**src/nlc_pkg.sv**
```systemverilog
// Constants, field layouts and carrier types for the luma noise coring stage.
// Assumes one system clock; pixels arrive with a one-cycle valid strobe.
`default_nettype none

package nlc_pkg;

  // ----------------------------------------------------------------------
  // Register map
  // ----------------------------------------------------------------------
  localparam logic [7:0] REG_EDGE_CTRL = 8'h82;
  localparam logic [7:0] REG_CORING_GAIN_PAIR = 8'ha3;
  localparam logic [7:0] REG_THRESHOLD_AND_BLOCK_SHAPE = 8'ha4;
  localparam logic [7:0] REG_FILTER_MODE_AND_OFFSET = 8'ha5;

  localparam logic [7:0] RESET_EDGE_CTRL = 8'h00;
  localparam logic [7:0] RESET_CORING_GAIN_PAIR = 8'h00;
  localparam logic [7:0] RESET_THRESHOLD_AND_BLOCK_SHAPE = 8'h00;
  localparam logic [7:0] RESET_FILTER_MODE_AND_OFFSET = 8'h00;

  // ----------------------------------------------------------------------
  // Field positions
  // ----------------------------------------------------------------------
  localparam int EDGE_EN_BIT = 7;
  localparam int GAIN_BORDER_LSB = 0;
  localparam int GAIN_DATA_LSB = 4;
  localparam int THRESH_LSB = 0;
  localparam int BORDER_AREA_BIT = 6;
  localparam int BLOCK_SIZE_BIT = 7;
  localparam int FILTER_SEL_LSB = 0;
  localparam int MODE_BIT = 4;
  localparam int OFFSET_LSB = 4;

  // ----------------------------------------------------------------------
  // Arithmetic constants
  // ----------------------------------------------------------------------
  localparam logic [3:0] GAIN_MAX_CODE = 4'h8;
  localparam int SUB_SHIFT = 3;
  localparam int SHARP_SHIFT = 4;
  localparam logic [3:0] EDGE_W_1_8 = 4'h1;
  localparam logic [3:0] EDGE_W_1_2 = 4'h4;
  localparam logic [3:0] EDGE_W_7_8 = 4'h7;
  localparam logic [3:0] EDGE_W_ONE = 4'h8;
  localparam int EDGE_SHIFT = 3;
  localparam logic [3:0] BLOCK_MASK_8 = 4'h7;
  localparam logic [3:0] BLOCK_MASK_16 = 4'hf;
  localparam int TAPS = 9;
  localparam int CENTER = 4;

  typedef enum logic {
    MODE_SUBTRACT = 1'b0,
    MODE_SHARPEN = 1'b1
  } nlc_mode_t;

  typedef struct packed {
    logic active;
    logic [7:0] luma;
    logic [7:0] chroma;
  } nlc_pix_t;

endpackage

`default_nettype wire

```
**src/nlc_filter.sv**
```systemverilog
// Pixel delay line and selectable high-pass filter for the coring stage.
// Assumes shifts happen only on the pixel valid strobe.
`default_nettype none

module nlc_filter
  import nlc_pkg::*;
(
  // Clock and reset
  input wire logic clk_i,
  input wire logic rst_i,
  // Incoming pixel
  input wire logic valid_i,
  input wire nlc_pix_t pix_i,
  input wire logic [2:0] sel_i,
  // Centre pixel with filter output
  output logic valid_o,
  output nlc_pix_t center_o,
  output logic signed [9:0] hp_o,
  output logic [2:0] ahead_o
);

  nlc_pix_t taps [TAPS];
  logic [2:0] span;
  logic [8:0] pair_sum;
  logic signed [9:0] hp;

  // ----------------------------------------------------------------------
  // Delay line
  // ----------------------------------------------------------------------
  always_ff @(posedge clk_i) begin
    if (rst_i) begin
      for (int i = 0; i < TAPS; i++) begin
        taps[i] <= '0;
      end
    end else if (valid_i) begin
      taps[0] <= pix_i;
      for (int i = 1; i < TAPS; i++) begin
        taps[i] <= taps[i-1];
      end
    end
  end

  // Filter: centre minus the mean of two neighbours at a chosen span.
  // The upper select bit halves the response without changing the passband.
  always_comb begin
    span = {1'b0, sel_i[1:0]} + 3'h1;
    pair_sum = {1'b0, taps[CENTER - int'(span)].luma}
             + {1'b0, taps[CENTER + int'(span)].luma};
    hp = $signed({2'b00, taps[CENTER].luma})
       - $signed({2'b00, pair_sum[8:1]});
    if (sel_i[2]) begin
      hp = hp >>> 1;
    end
  end

  // ----------------------------------------------------------------------
  // Output register
  // ----------------------------------------------------------------------
  always_ff @(posedge clk_i) begin
    if (rst_i) begin
      valid_o <= 1'b0;
      center_o <= '0;
      hp_o <= '0;
      ahead_o <= '0;
    end else begin
      valid_o <= valid_i;
      if (valid_i) begin
        center_o <= taps[CENTER];
        hp_o <= hp;
        // Look-ahead flags, with the nearest following pixel in the top bit.
        ahead_o <= {taps[3].active, taps[2].active, taps[1].active};
      end
    end
  end

endmodule

`default_nettype wire

```
**src/nlc_core.sv**
```systemverilog
// Luma noise coring, sharpening and active-video edge softening stage.
// Assumes the upstream source gives one valid strobe per pixel and a level
// that marks active video; the register port is written by a controller.
`default_nettype none

module nlc_core
  import nlc_pkg::*;
(
  // Clock and reset
  input wire logic CLK_SYS_I,
  input wire logic RST_I,
  // Pixel input
  input wire logic PIX_VALID_I,
  input wire logic ACTIVE_I,
  input wire logic [7:0] LUMA_I,
  input wire logic [7:0] CHROMA_I,
  // Register port
  input wire logic [7:0] REG_ADDR_I,
  input wire logic REG_WR_I,
  input wire logic [7:0] REG_WDATA_I,
  input wire logic REG_RD_I,
  output logic [7:0] REG_RDATA_O,
  // Pixel output
  output logic PIX_VALID_O,
  output logic ACTIVE_O,
  output logic [7:0] LUMA_O,
  output logic [7:0] CHROMA_O
);

  // ----------------------------------------------------------------------
  // Helper functions
  // ----------------------------------------------------------------------
  function automatic logic [3:0] clamp_gain(input logic [3:0] code);
    clamp_gain = (code > GAIN_MAX_CODE) ? GAIN_MAX_CODE : code;
  endfunction

  function automatic logic [7:0] sat8(input logic signed [11:0] v);
    if (v < 0) begin
      sat8 = 8'h00;
    end else if (v > 12'sd255) begin
      sat8 = 8'hff;
    end else begin
      sat8 = v[7:0];
    end
  endfunction

  // ----------------------------------------------------------------------
  // Registers
  // ----------------------------------------------------------------------
  logic edge_en;
  logic [7:0] coring_gain_pair;
  logic [7:0] threshold_and_block_shape;
  logic [7:0] filter_mode_and_offset;

  always_ff @(posedge CLK_SYS_I) begin
    if (RST_I) begin
      edge_en <= RESET_EDGE_CTRL[EDGE_EN_BIT];
      coring_gain_pair <= RESET_CORING_GAIN_PAIR;
      threshold_and_block_shape <= RESET_THRESHOLD_AND_BLOCK_SHAPE;
      filter_mode_and_offset <= RESET_FILTER_MODE_AND_OFFSET;
    end else if (REG_WR_I) begin
      case (REG_ADDR_I)
        REG_EDGE_CTRL: begin
          edge_en <= REG_WDATA_I[EDGE_EN_BIT];
        end
        REG_CORING_GAIN_PAIR: begin
          coring_gain_pair <= REG_WDATA_I;
        end
        REG_THRESHOLD_AND_BLOCK_SHAPE: begin
          threshold_and_block_shape <= REG_WDATA_I;
        end
        REG_FILTER_MODE_AND_OFFSET: begin
          filter_mode_and_offset <= REG_WDATA_I;
        end
        default: begin
        end
      endcase
    end
  end

  // Reads return the stored value one cycle later; other addresses read 0.
  always_ff @(posedge CLK_SYS_I) begin
    if (RST_I) begin
      REG_RDATA_O <= 8'h00;
    end else if (REG_RD_I) begin
      case (REG_ADDR_I)
        REG_EDGE_CTRL: begin
          REG_RDATA_O <= {edge_en, 7'h00};
        end
        REG_CORING_GAIN_PAIR: begin
          REG_RDATA_O <= coring_gain_pair;
        end
        REG_THRESHOLD_AND_BLOCK_SHAPE: begin
          REG_RDATA_O <= threshold_and_block_shape;
        end
        REG_FILTER_MODE_AND_OFFSET: begin
          REG_RDATA_O <= filter_mode_and_offset;
        end
        default: begin
          REG_RDATA_O <= 8'h00;
        end
      endcase
    end
  end

  // ----------------------------------------------------------------------
  // Field decode
  // ----------------------------------------------------------------------
  logic [3:0] gain_border;
  logic [3:0] gain_data;
  logic [5:0] threshold;
  logic border_wide;
  logic block_large;
  logic [2:0] filter_sel;
  nlc_mode_t mode;
  logic [3:0] block_offset;

  // The mode bit sits inside the offset field, so offset bit 0 and the
  // mode share one storage bit; software must pick a consistent pair.
  always_comb begin
    gain_border = coring_gain_pair[GAIN_BORDER_LSB +: 4];
    gain_data = coring_gain_pair[GAIN_DATA_LSB +: 4];
    threshold = threshold_and_block_shape[THRESH_LSB +: 6];
    border_wide = threshold_and_block_shape[BORDER_AREA_BIT];
    block_large = threshold_and_block_shape[BLOCK_SIZE_BIT];
    filter_sel = filter_mode_and_offset[FILTER_SEL_LSB +: 3];
    mode = nlc_mode_t'(filter_mode_and_offset[MODE_BIT]);
    block_offset = filter_mode_and_offset[OFFSET_LSB +: 4];
  end

  // ----------------------------------------------------------------------
  // Filter
  // ----------------------------------------------------------------------
  nlc_pix_t pix_in;
  logic ctr_valid;
  nlc_pix_t ctr;
  logic signed [9:0] hp;
  logic [2:0] ahead;

  assign pix_in = '{active: ACTIVE_I, luma: LUMA_I, chroma: CHROMA_I};

  nlc_filter u_filter (
    .clk_i(CLK_SYS_I),
    .rst_i(RST_I),
    .valid_i(PIX_VALID_I),
    .pix_i(pix_in),
    .sel_i(filter_sel),
    .valid_o(ctr_valid),
    .center_o(ctr),
    .hp_o(hp),
    .ahead_o(ahead)
  );

  // ----------------------------------------------------------------------
  // Position in line and in block
  // ----------------------------------------------------------------------
  // Lines longer than 4096 pixels hold the counter at its top, so the tail
  // weights still come from the look-ahead flags and never wrap around.
  logic [11:0] line_pos;

  always_ff @(posedge CLK_SYS_I) begin
    if (RST_I) begin
      line_pos <= 12'h000;
    end else if (ctr_valid) begin
      if (ctr.active) begin
        if (line_pos != 12'hfff) begin
          line_pos <= line_pos + 12'h001;
        end
      end else begin
        line_pos <= 12'h000;
      end
    end
  end

  logic [3:0] block_mask;
  logic [3:0] block_pos;
  logic in_border;

  always_comb begin
    block_mask = block_large ? BLOCK_MASK_16 : BLOCK_MASK_8;
    block_pos = (line_pos[3:0] + block_offset) & block_mask;
    if (border_wide) begin
      in_border = (block_pos == 4'h0) || (block_pos == 4'h1)
               || (block_pos == block_mask)
               || (block_pos == block_mask - 4'h1);
    end else begin
      in_border = (block_pos == 4'h0) || (block_pos == block_mask);
    end
  end

  // ----------------------------------------------------------------------
  // Coring
  // ----------------------------------------------------------------------
  logic [9:0] mag;
  logic [3:0] gain;
  logic signed [14:0] prod;
  logic signed [11:0] adj;
  logic signed [11:0] cored;

  // A magnitude equal to the threshold leaves the sample alone in both
  // modes, so one threshold never both adds and subtracts.

  always_comb begin
    mag = hp[9] ? 10'(-hp) : 10'(hp);
    gain = clamp_gain(in_border ? gain_border : gain_data);
    prod = 15'(hp) * $signed({1'b0, gain});
    adj = 12'sd0;
    cored = $signed({4'h0, ctr.luma});
    case (mode)
      MODE_SUBTRACT: begin
        if (mag < {4'h0, threshold}) begin
          adj = 12'(prod >>> SUB_SHIFT);
          cored = cored - adj;
        end
      end
      MODE_SHARPEN: begin
        if (mag > {4'h0, threshold}) begin
          adj = 12'(prod >>> SHARP_SHIFT);
          cored = cored + adj;
        end
      end
      default: begin
        cored = $signed({4'h0, ctr.luma});
      end
    endcase
  end

  // ----------------------------------------------------------------------
  // Edge softening
  // ----------------------------------------------------------------------
  // The look-ahead flags carry the next pixel in bit 2, the third in bit 0.
  logic [3:0] edge_w;
  logic [7:0] cored8;
  logic [11:0] scaled;

  always_comb begin
    edge_w = EDGE_W_ONE;
    if (edge_en) begin
      if (line_pos == 12'h000) begin
        edge_w = EDGE_W_1_8;
      end else if (line_pos == 12'h001) begin
        edge_w = EDGE_W_1_2;
      end else if (line_pos == 12'h002) begin
        edge_w = EDGE_W_7_8;
      end else if (!ahead[2]) begin
        edge_w = EDGE_W_1_8;
      end else if (!ahead[1]) begin
        edge_w = EDGE_W_1_2;
      end else if (!ahead[0]) begin
        edge_w = EDGE_W_7_8;
      end
    end
    cored8 = sat8(cored);
    scaled = (12'(cored8) * 12'(edge_w)) >> EDGE_SHIFT;
  end

  // ----------------------------------------------------------------------
  // Output register
  // ----------------------------------------------------------------------
  // Blanking pixels bypass coring so sync and blanking levels stay exact.
  always_ff @(posedge CLK_SYS_I) begin
    if (RST_I) begin
      PIX_VALID_O <= 1'b0;
      ACTIVE_O <= 1'b0;
      LUMA_O <= 8'h00;
      CHROMA_O <= 8'h00;
    end else begin
      PIX_VALID_O <= ctr_valid;
      if (ctr_valid) begin
        ACTIVE_O <= ctr.active;
        CHROMA_O <= ctr.chroma;
        if (ctr.active) begin
          LUMA_O <= scaled[7:0];
        end else begin
          LUMA_O <= ctr.luma;
        end
      end
    end
  end

endmodule

`default_nettype wire

```
**config.mk**
```make
export PLATFORM = sky130hd
export DESIGN_NAME = nlc_core
export DESIGN_NICKNAME = d
export VERILOG_FILES = /design/src/nlc_pkg.sv /design/src/nlc_filter.sv /design/src/nlc_core.sv
export SDC_FILE = /design/constraint.sdc
export NUM_CORES = 1
export LEC_CHECK = 0
export ABC_AREA = 0
export BUFFER_PORTS_ARGS = -buffer_cell sky130_fd_sc_hd__buf_2
export CAP_MARGIN = 20
export CORE_MARGIN = 8
export CORE_UTILIZATION = 35
export DETAILED_ROUTE_END_ITERATION = 12
export PLACE_DENSITY = 0.52
export SKIP_CTS_REPAIR_TIMING = 1
export SYNTH_ARGS = -nofsm -noshare
export SYNTH_HDL_FRONTEND = slang
export SYNTH_SLANG_ARGS = --single-unit
```
**constraint.sdc**
```tcl
create_clock -name CLK_SYS_I -period 14.1 [get_ports CLK_SYS_I]
set_clock_uncertainty 0.15 [all_clocks]
set_input_delay 0.705 -clock CLK_SYS_I [delete_from_list [all_inputs] [get_ports CLK_SYS_I]]
set_output_delay 0.705 -clock CLK_SYS_I [all_outputs]
set_load 0.01 [all_outputs]
```
After elaboration in Yosys (flattened, before gate mapping)
Memory sizes are Yosys's and may differ from the RTL's.
Index checks and enable logic that the tools add are counted.
{"block": "word_totals", "regBits": 93, "latch_bits": 0, "mem_bits_rw": 153, "mem_bits_ro": 0, "in_bits": 38, "output_inout_bits": 26, "wordCells": 104, "mem_count": 1}
{"block": "op_classes", "n_addsub": 11, "n_mul": 2, "div_mod_pow": 0, "magnitude_cmp": 5, "eq_ne": 11, "shifts": 0, "n_mux": 36, "bitwise": 11, "reduce_logical": 11}
{"memory": "u_filter.taps", "words": 9, "word_bits": 17, "read_ports": 10, "rd_ports_with_merged_regs": 0, "write_ports": 9, "line_no": "nlc_filter.sv:22", "source": "nlc_pix_t taps [TAPS];"}
{"operator": "17-bit two-way mux", "n": 9}
{"operator": "12-bit two-way mux", "n": 4}
{"operator": "4-bit two-way mux", "n": 10}
{"operator": "8-bit equality test (second input constant)", "n": 4}
{"operator": "8-bit two-way mux", "n": 4}
{"operator": "8-bit one-hot mux with 4 select lines", "n": 1}
{"operator": "12-bit one-hot mux with 2 select lines", "n": 1}
{"operator": "9-bit by 5-bit multiplier with 14-bit output", "n": 1}
{"operator": "12-bit by 1-bit adder with 12-bit output (second input constant)", "n": 1}
{"operator": "9-bit by 11-bit adder with 12-bit output", "n": 1}
{"operator": "12-bit by 1-bit equality test with 1-bit output (second input constant)", "n": 1}
{"operator": "12-bit by 2-bit equality test with 1-bit output (second input constant)", "n": 1}
{"operator": "12-bit by 9-bit greater-than comparator with 1-bit output (second input constant)", "n": 1}
{"operator": "12-bit logical NOT", "n": 1}
{"operator": "12-bit by 1-bit < comparator with 1-bit output (second input constant)", "n": 1}
{"operator": "12-bit inequality test (second input constant)", "n": 1}
{"operator": "9-bit by 12-bit subtractor with 12-bit output", "n": 1}
{"operator": "8-bit by 4-bit multiplier with 11-bit output", "n": 1}
{"operator": "10-bit by 6-bit greater-than comparator with 1-bit output", "n": 1}
{"operator": "10-bit by 6-bit < comparator with 1-bit output", "n": 1}
{"operator": "10-bit two-way mux", "n": 1}
{"operator": "9-bit negator with 10-bit output", "n": 1}
{"operator": "2-bit AND reduction", "n": 5}
{"operator": "8-bit by 8-bit adder with 9-bit output", "n": 1}
{"operator": "16 further kinds", "n": 33}

Logic depth before layout (Yosys ltp)
{"block": "depth", "depth_word": 19, "depth_mapped": 51, "depth_no_buf": 50}

Hierarchy
A second synthesis with hierarchy kept.
{"block": "hier_totals", "cells_unflattened": 1398, "area_unflattened_um2": 14047.2}
{"module": "nlc_core", "n_inst": 1, "cells_per_inst": 901, "area_each_um2": 7195.7}
{"module": "nlc_filter", "n_inst": 1, "cells_per_inst": 497, "area_each_um2": 6851.6}

Worst setup path after synthesis
Ideal clock, no wire load.
{"block": "synth_path", "path_type": "register to register", "startpoint": "register line_pos[0]", "endpoint": "register LUMA_O[7]", "setup_ns": 0.074, "t_arrival_ns": 10.940, "required_ns": 13.876, "path_slack_ns": 2.935, "path_stages_with_launch": 49, "period_less_slack_ns": 11.165, "cell_sequence": "dfxtp_1 -> ha_1 -> inv_1 -> fa_1 -> o21ba_2 -> nand2_1 -> and3b_1 -> nor2_1 -> a21oi_1 -> mux2i_1 -> nor2b_1 -> and2_1 -> ha_1 -> fa_1 -> inv_1 -> fa_1 -> inv_1 -> ha_1 -> [... 13 more ...] -> buf_4 -> a21oi_1 -> and2_1 -> fa_1 -> inv_1 -> fa_1 -> inv_1 -> ha_1 -> a21o_1 -> a21o_1 -> a21o_1 -> a21oi_1 -> o21bai_1 -> a21oi_1 -> xnor2_1 -> nor2b_1 -> nand3_1 -> a31oi_1"}
{"block": "synth_via", "elab_chain_cells": 19}
{"element": "start, declared", "line_no": "nlc_core.sv:159", "source": "logic [11:0] line_pos;"}
{"element": "start signal, assigned", "line_no": "nlc_core.sv:167", "source": "line_pos <= line_pos + 12'h001;"}
{"element": "4-bit adder", "line_no": "nlc_core.sv:181", "source": "block_pos = (line_pos[3:0] + block_offset) & block_mask;"}
{"element": "4-bit bitwise AND", "line_no": "nlc_core.sv:181"}
{"element": "4-bit by 1-bit equality test with 1-bit output or 4-bit logical NOT (tied branches)", "line_no": "nlc_core.sv:183, nlc_core.sv:187"}
{"element": "1-bit logical OR", "line_no": "nlc_core.sv:183", "source": "in_border = (block_pos == 4'h0) || (block_pos == 4'h1)"}
{"element": "1-bit logical OR", "line_no": "nlc_core.sv:184", "source": "|| (block_pos == block_mask)"}
{"element": "1-bit logical OR", "line_no": "nlc_core.sv:185", "source": "|| (block_pos == block_mask - 4'h1);"}
{"element": "1-bit two-way mux", "line_no": "nlc_core.sv:182", "source": "if (border_wide) begin"}
{"element": "4-bit two-way mux", "line_no": "nlc_core.sv:205", "source": "gain = clamp_gain(in_border ? gain_border : gain_data);"}
{"element": "[... 3 more ...]"}
{"element": "9-bit by 12-bit subtractor with 12-bit output or 9-bit by 11-bit adder with 12-bit output (tied branches)", "line_no": "nlc_core.sv:213, nlc_core.sv:219"}
{"element": "12-bit two-way mux, on equally long branches", "line_no": "nlc_core.sv:211, nlc_core.sv:217"}
{"element": "12-bit one-hot mux with 2 select lines", "line_no": "nlc_core.sv:209", "source": "case (mode)"}
{"element": "12-bit by 9-bit greater-than comparator with 1-bit output", "line_no": "nlc_core.sv:40", "source": "end else if (v > 12'sd255) begin"}
{"element": "8-bit two-way mux", "line_no": "nlc_core.sv:40"}
{"element": "8-bit two-way mux", "line_no": "nlc_core.sv:38", "source": "if (v < 0) begin"}
{"element": "8-bit by 4-bit multiplier with 11-bit output (*)", "line_no": "nlc_core.sv:254", "source": "scaled = (12'(cored8) * 12'(edge_w)) >> EDGE_SHIFT;"}
{"element": "8-bit two-way mux (*)", "line_no": "nlc_core.sv:272", "source": "if (ctr.active) begin"}
{"element": "end signal, assigned", "line_no": "nlc_core.sv:273", "source": "LUMA_O <= scaled[7:0];"}
{"element": "end signal, assigned", "line_no": "nlc_core.sv:275", "source": "LUMA_O <= ctr.luma;"}
{"element": "end, declared", "line_no": "nlc_core.sv:26", "source": "output logic [7:0] LUMA_O,"}
Every way passes the cells marked *; elsewhere a longest branch is shown, timed or not.
A chain may end at the register's enable or synchronous reset.

Worst setup path after layout
{"block": "layout_path", "startpoint": "register filter_mode_and_offset[4]", "endpoint": "register LUMA_O[7]"}
{"block": "layout_via", "elab_chain_cells": 19}
{"element": "start, declared", "line_no": "nlc_core.sv:53", "source": "logic [7:0] filter_mode_and_offset;"}
{"element": "start signal, assigned", "line_no": "nlc_core.sv:60", "source": "filter_mode_and_offset <= RESET_FILTER_MODE_AND_OFFSET;"}
{"element": "start signal, assigned", "line_no": "nlc_core.sv:73", "source": "filter_mode_and_offset <= REG_WDATA_I;"}
{"element": "4-bit adder", "line_no": "nlc_core.sv:181"}
{"element": "4-bit bitwise AND", "line_no": "nlc_core.sv:181"}
{"element": "4-bit by 1-bit equality test with 1-bit output or 4-bit logical NOT (tied branches)", "line_no": "nlc_core.sv:183, nlc_core.sv:187"}
{"element": "1-bit logical OR", "line_no": "nlc_core.sv:183"}
{"element": "1-bit logical OR", "line_no": "nlc_core.sv:184"}
{"element": "1-bit logical OR", "line_no": "nlc_core.sv:185"}
{"element": "1-bit two-way mux", "line_no": "nlc_core.sv:182"}
{"element": "4-bit two-way mux", "line_no": "nlc_core.sv:205"}
{"element": "[... 3 more ...]"}
{"element": "9-bit by 12-bit subtractor with 12-bit output or 9-bit by 11-bit adder with 12-bit output (tied branches)", "line_no": "nlc_core.sv:213, nlc_core.sv:219"}
{"element": "12-bit two-way mux, on equally long branches", "line_no": "nlc_core.sv:211, nlc_core.sv:217"}
{"element": "12-bit one-hot mux with 2 select lines (*)", "line_no": "nlc_core.sv:209"}
{"element": "12-bit by 9-bit greater-than comparator with 1-bit output", "line_no": "nlc_core.sv:40"}
{"element": "8-bit two-way mux", "line_no": "nlc_core.sv:40"}
{"element": "8-bit two-way mux (*)", "line_no": "nlc_core.sv:38"}
{"element": "8-bit by 4-bit multiplier with 11-bit output (*)", "line_no": "nlc_core.sv:254"}
{"element": "8-bit two-way mux (*)", "line_no": "nlc_core.sv:272"}
Marks and branches as above.

==> flow_summary.toml <==
[setup_path]
start_kind = "flop"
critPathKind = "reg2reg"
cp_top_family = "adder cells"
reg2regPathDepth = 47
end_kind = "flop"
crit_fanout = 15
worst_path_max_delay_cell = "mux2i_1"
cp.required_ps = 14410
timing.rr.start = "filter_mode_and_offset[4]$_SDFFE_PP0P_"
cpPeakStageDelay_ps = 730
ff2ff_setup_slack_ps = 1210
crit_arrival_ps = 13200
worst-path-buf-inv = 5
r2r_end = "LUMA_O[7]$_SDFFE_PP0P_"

[routing]
drc_errors = 0
routed_via_density = 4.96
drtIter0Drc = 563
highest_layer = "met4"
ant_nets = 0
wl_met2_um = 13600
via_count = 9469
drt_wl_total_um = 29900
wl_met1_um = 14500
wl_met3_um = 1240
wire_per_inst_um = 15.7
drtPass1Iterations = 4

[final_layout]
n_antenna_cell = 0
nets = 1531
final_core_util_pct = 39.5
final_cell_mix = "141 x and2_1, 117 x edfxtp_1, 116 x nor2_1, 93 x dfxtp_1, 86 x inv_1"
drive_gt1_share_pct = 11.9
syn_to_final_growth_pct = 12.1
layout_commonest_cell = "and2_1"
fin_area_um2 = 15200

[global_routing]
gr-total-overflow = 0
grt_max_degree = 116
grt_antenna_before_repair = 0
grt_use_total_pct = 13.4
grt_pass1_wl_um = 49500
grt_pass1_vias = 9609

[power]
power_density_nw_per_um2 = 105
leakagePower_nw = 6.47
total_power_mw = 1.60
ir_drop_mv = 0.0751

[logic_synthesis]
synth_area_um2 = 13500
synth_edf_count = 117
synth_cells = 1324
synth_area_per_cell_um2 = 10.2
seq_area_frac_synth_pct = 39.7
synth.net_count = 1483
synth_ff_type = "edfxtp_1"
yosys_warnings = 0
synth-seq-cells = 210
synth.largest_area_cell = "edfxtp_1"
ys_top_cells_by_area = "edfxtp_1 26%, dfxtp_1 14%, ha_1 7.9%"
post-synth-top-area-fraction_pct = 26.0
post_synth_num_cell_types = 73
async_reset_ff_share_pct = 0

[timing]
setup_viol = 0
hold_viol = 0
slew_viol_final = 0
fin_crit_sh_pct = 91.4
relSlewSlack_pct = 30.1
rsz0062_at_grt = "false"
fin_ws_ps = 1210
worstMarginPinSlew_ps = 1040
fin_crit_ps = 12890
tns_ps = 0
fmax_ghz = 0.0776

[clocking]
cts_max_path_buffers = 3
root_buffer = "clkbuf_16"
cts_made_buffers = 24
clock_sinks = 210
cts_tree = "built"
path_clk_slew_ps = 60
clkLatencyLatePin_ps = 540
htreeDepth = 1

[worst_hold_path]
hold_class = "in2reg"
holdPathEnd = "u_filter.taps[0][12]$_SDFFCE_PN0P_"
hold_depth = 2
hold_start = "LUMA_I[4]"

[place]
place_ws_ps = 1380
io_buffers = 63
hpwlAfterDp_um = 21500
postPlaceCellArea_um2 = 14400
place.gp.congestion = 0.866

[floorplan]
chipHeight_um = 213
rows = 72
start_util_pct = 35.3
core_area_um2 = 38400
die-area_um2 = 45200
ios = 64
die_x_um = 213

[run_status]
outcome = "finished clean"

[job]
maxCapViolCount = 0
==> worst max path at each step <==
stage | startpoint | end | slack, ps | depth (start not counted)
CTS | filter_mode_and_offset[4]$_SDFFE_PP0P_ | LUMA_O[7]$_SDFFE_PP0P_ | 1340 | 47
global placement | filter_mode_and_offset[4]$_SDFFE_PP0P_ | LUMA_O[7]$_SDFFE_PP0P_ | 1770 | 47
finish | filter_mode_and_offset[4]$_SDFFE_PP0P_ | LUMA_O[7]$_SDFFE_PP0P_ | 1210 | 47
global route | filter_mode_and_offset[4]$_SDFFE_PP0P_ | LUMA_O[7]$_SDFFE_PP0P_ | 370 | 47
detailed placement | filter_mode_and_offset[4]$_SDFFE_PP0P_ | LUMA_O[7]$_SDFFE_PP0P_ | 1380 | 47
floorplan | line_pos[0]$_SDFFE_PP0P_ | LUMA_O[7]$_SDFFE_PP0P_ | 2940 | 48
==> layer usage <==
layer / vias to the layer above / global-route usage [%]
li1: 4759 / -
met1: 4513 / 17.9
met2: 149 / 22.2
met3: 48 / 2.42
met4: 0 / 3.05
met5: - / 0
==> logic make-up after synthesis <==
group | Yosys count | synth area share, %
adder cells (fa/ha/maj) | 121 | 13.2
AO/OA/AOI/OAI | 235 | 11.7
AND/OR/NAND/NOR | 458 | 17.6
flip-flops | 210 | 39.7
XOR/XNOR | 59 | 4.02
multiplexers | 102 | 9.78
buffers and inverters | 139 | 3.94
==> worst register-to-register path: cells and delay by family, from the launching register on <==
family                     cells  cell delay (ps)
xor gates and xnor gates       3              630
muxes                          1              730
adders and majority gates     10             4150
and+or+nand+nor               13             2830
DFF                            1              610
AOI/OAI and AO/OA             15             3460
buffers and inverters          5              240
==> Yosys cell counts, types with 9 or more instances <==
cell type	instances
xor2_1	22
clkbuf_1	41
xnor2_1	35
nand2_1	73
inv_1	88
mux4_2	22
nand3_1	26
mux2_2	20
dfxtp_1	93
edfxtp_1	117
a22oi_1	9
nand2b_1	17
a211oi_1	21
nor2_1	116
a21oi_1	56
ha_1	85
nor3_1	19
o21ai_0	40
fa_1	36
o21bai_1	10
mux2i_1	59
nor2b_1	29
a21o_1	36
and2_1	141
==> power breakdown <==
part	switching (mW)	internal, mW
clock	0.255	0.365
combinational	0.159	0.112
sequential	0.0264	0.680
total	0.440	1.16
==> registers in the layout, indices dropped and copies added (netlist names) <==
register / cells
REG_RDATA_O: 8
u_filter.valid_o: 1
CHROMA_O: 8
u_filter.taps: 117
u_filter.center_o: 17
line_pos: 12
LUMA_O: 8
edge_en: 1
threshold_and_block_shape: 8
u_filter.hp_o: 9
ACTIVE_O: 1
PIX_VALID_O: 1
u_filter.ahead_o: 3
coring_gain_pair: 8
filter_mode_and_offset: 8
==> through the flow <==
stage | hold WS (ps) | std cells
6_report | 285 | 1908
5_1_grt | 258 | 1908
3_3_place_gp | 312 | 1864
2_1_floorplan | 295 | 1324
4_1_cts | 250 | 1908
3_5_place_dp | 315 | 1864
==> final cells by class <==
class	instances	area [um2]
Clock inverter	8	86.3
Tap cell	518	648
Fill cell	3847	23200
Inverter	88	333
Clock buffer	36	706
Multi-Input combinational cell	975	7620
Sequential cell	210	5380
Timing Repair Buffer	73	390
Note: power is estimated with default switching activity, not from simulation.
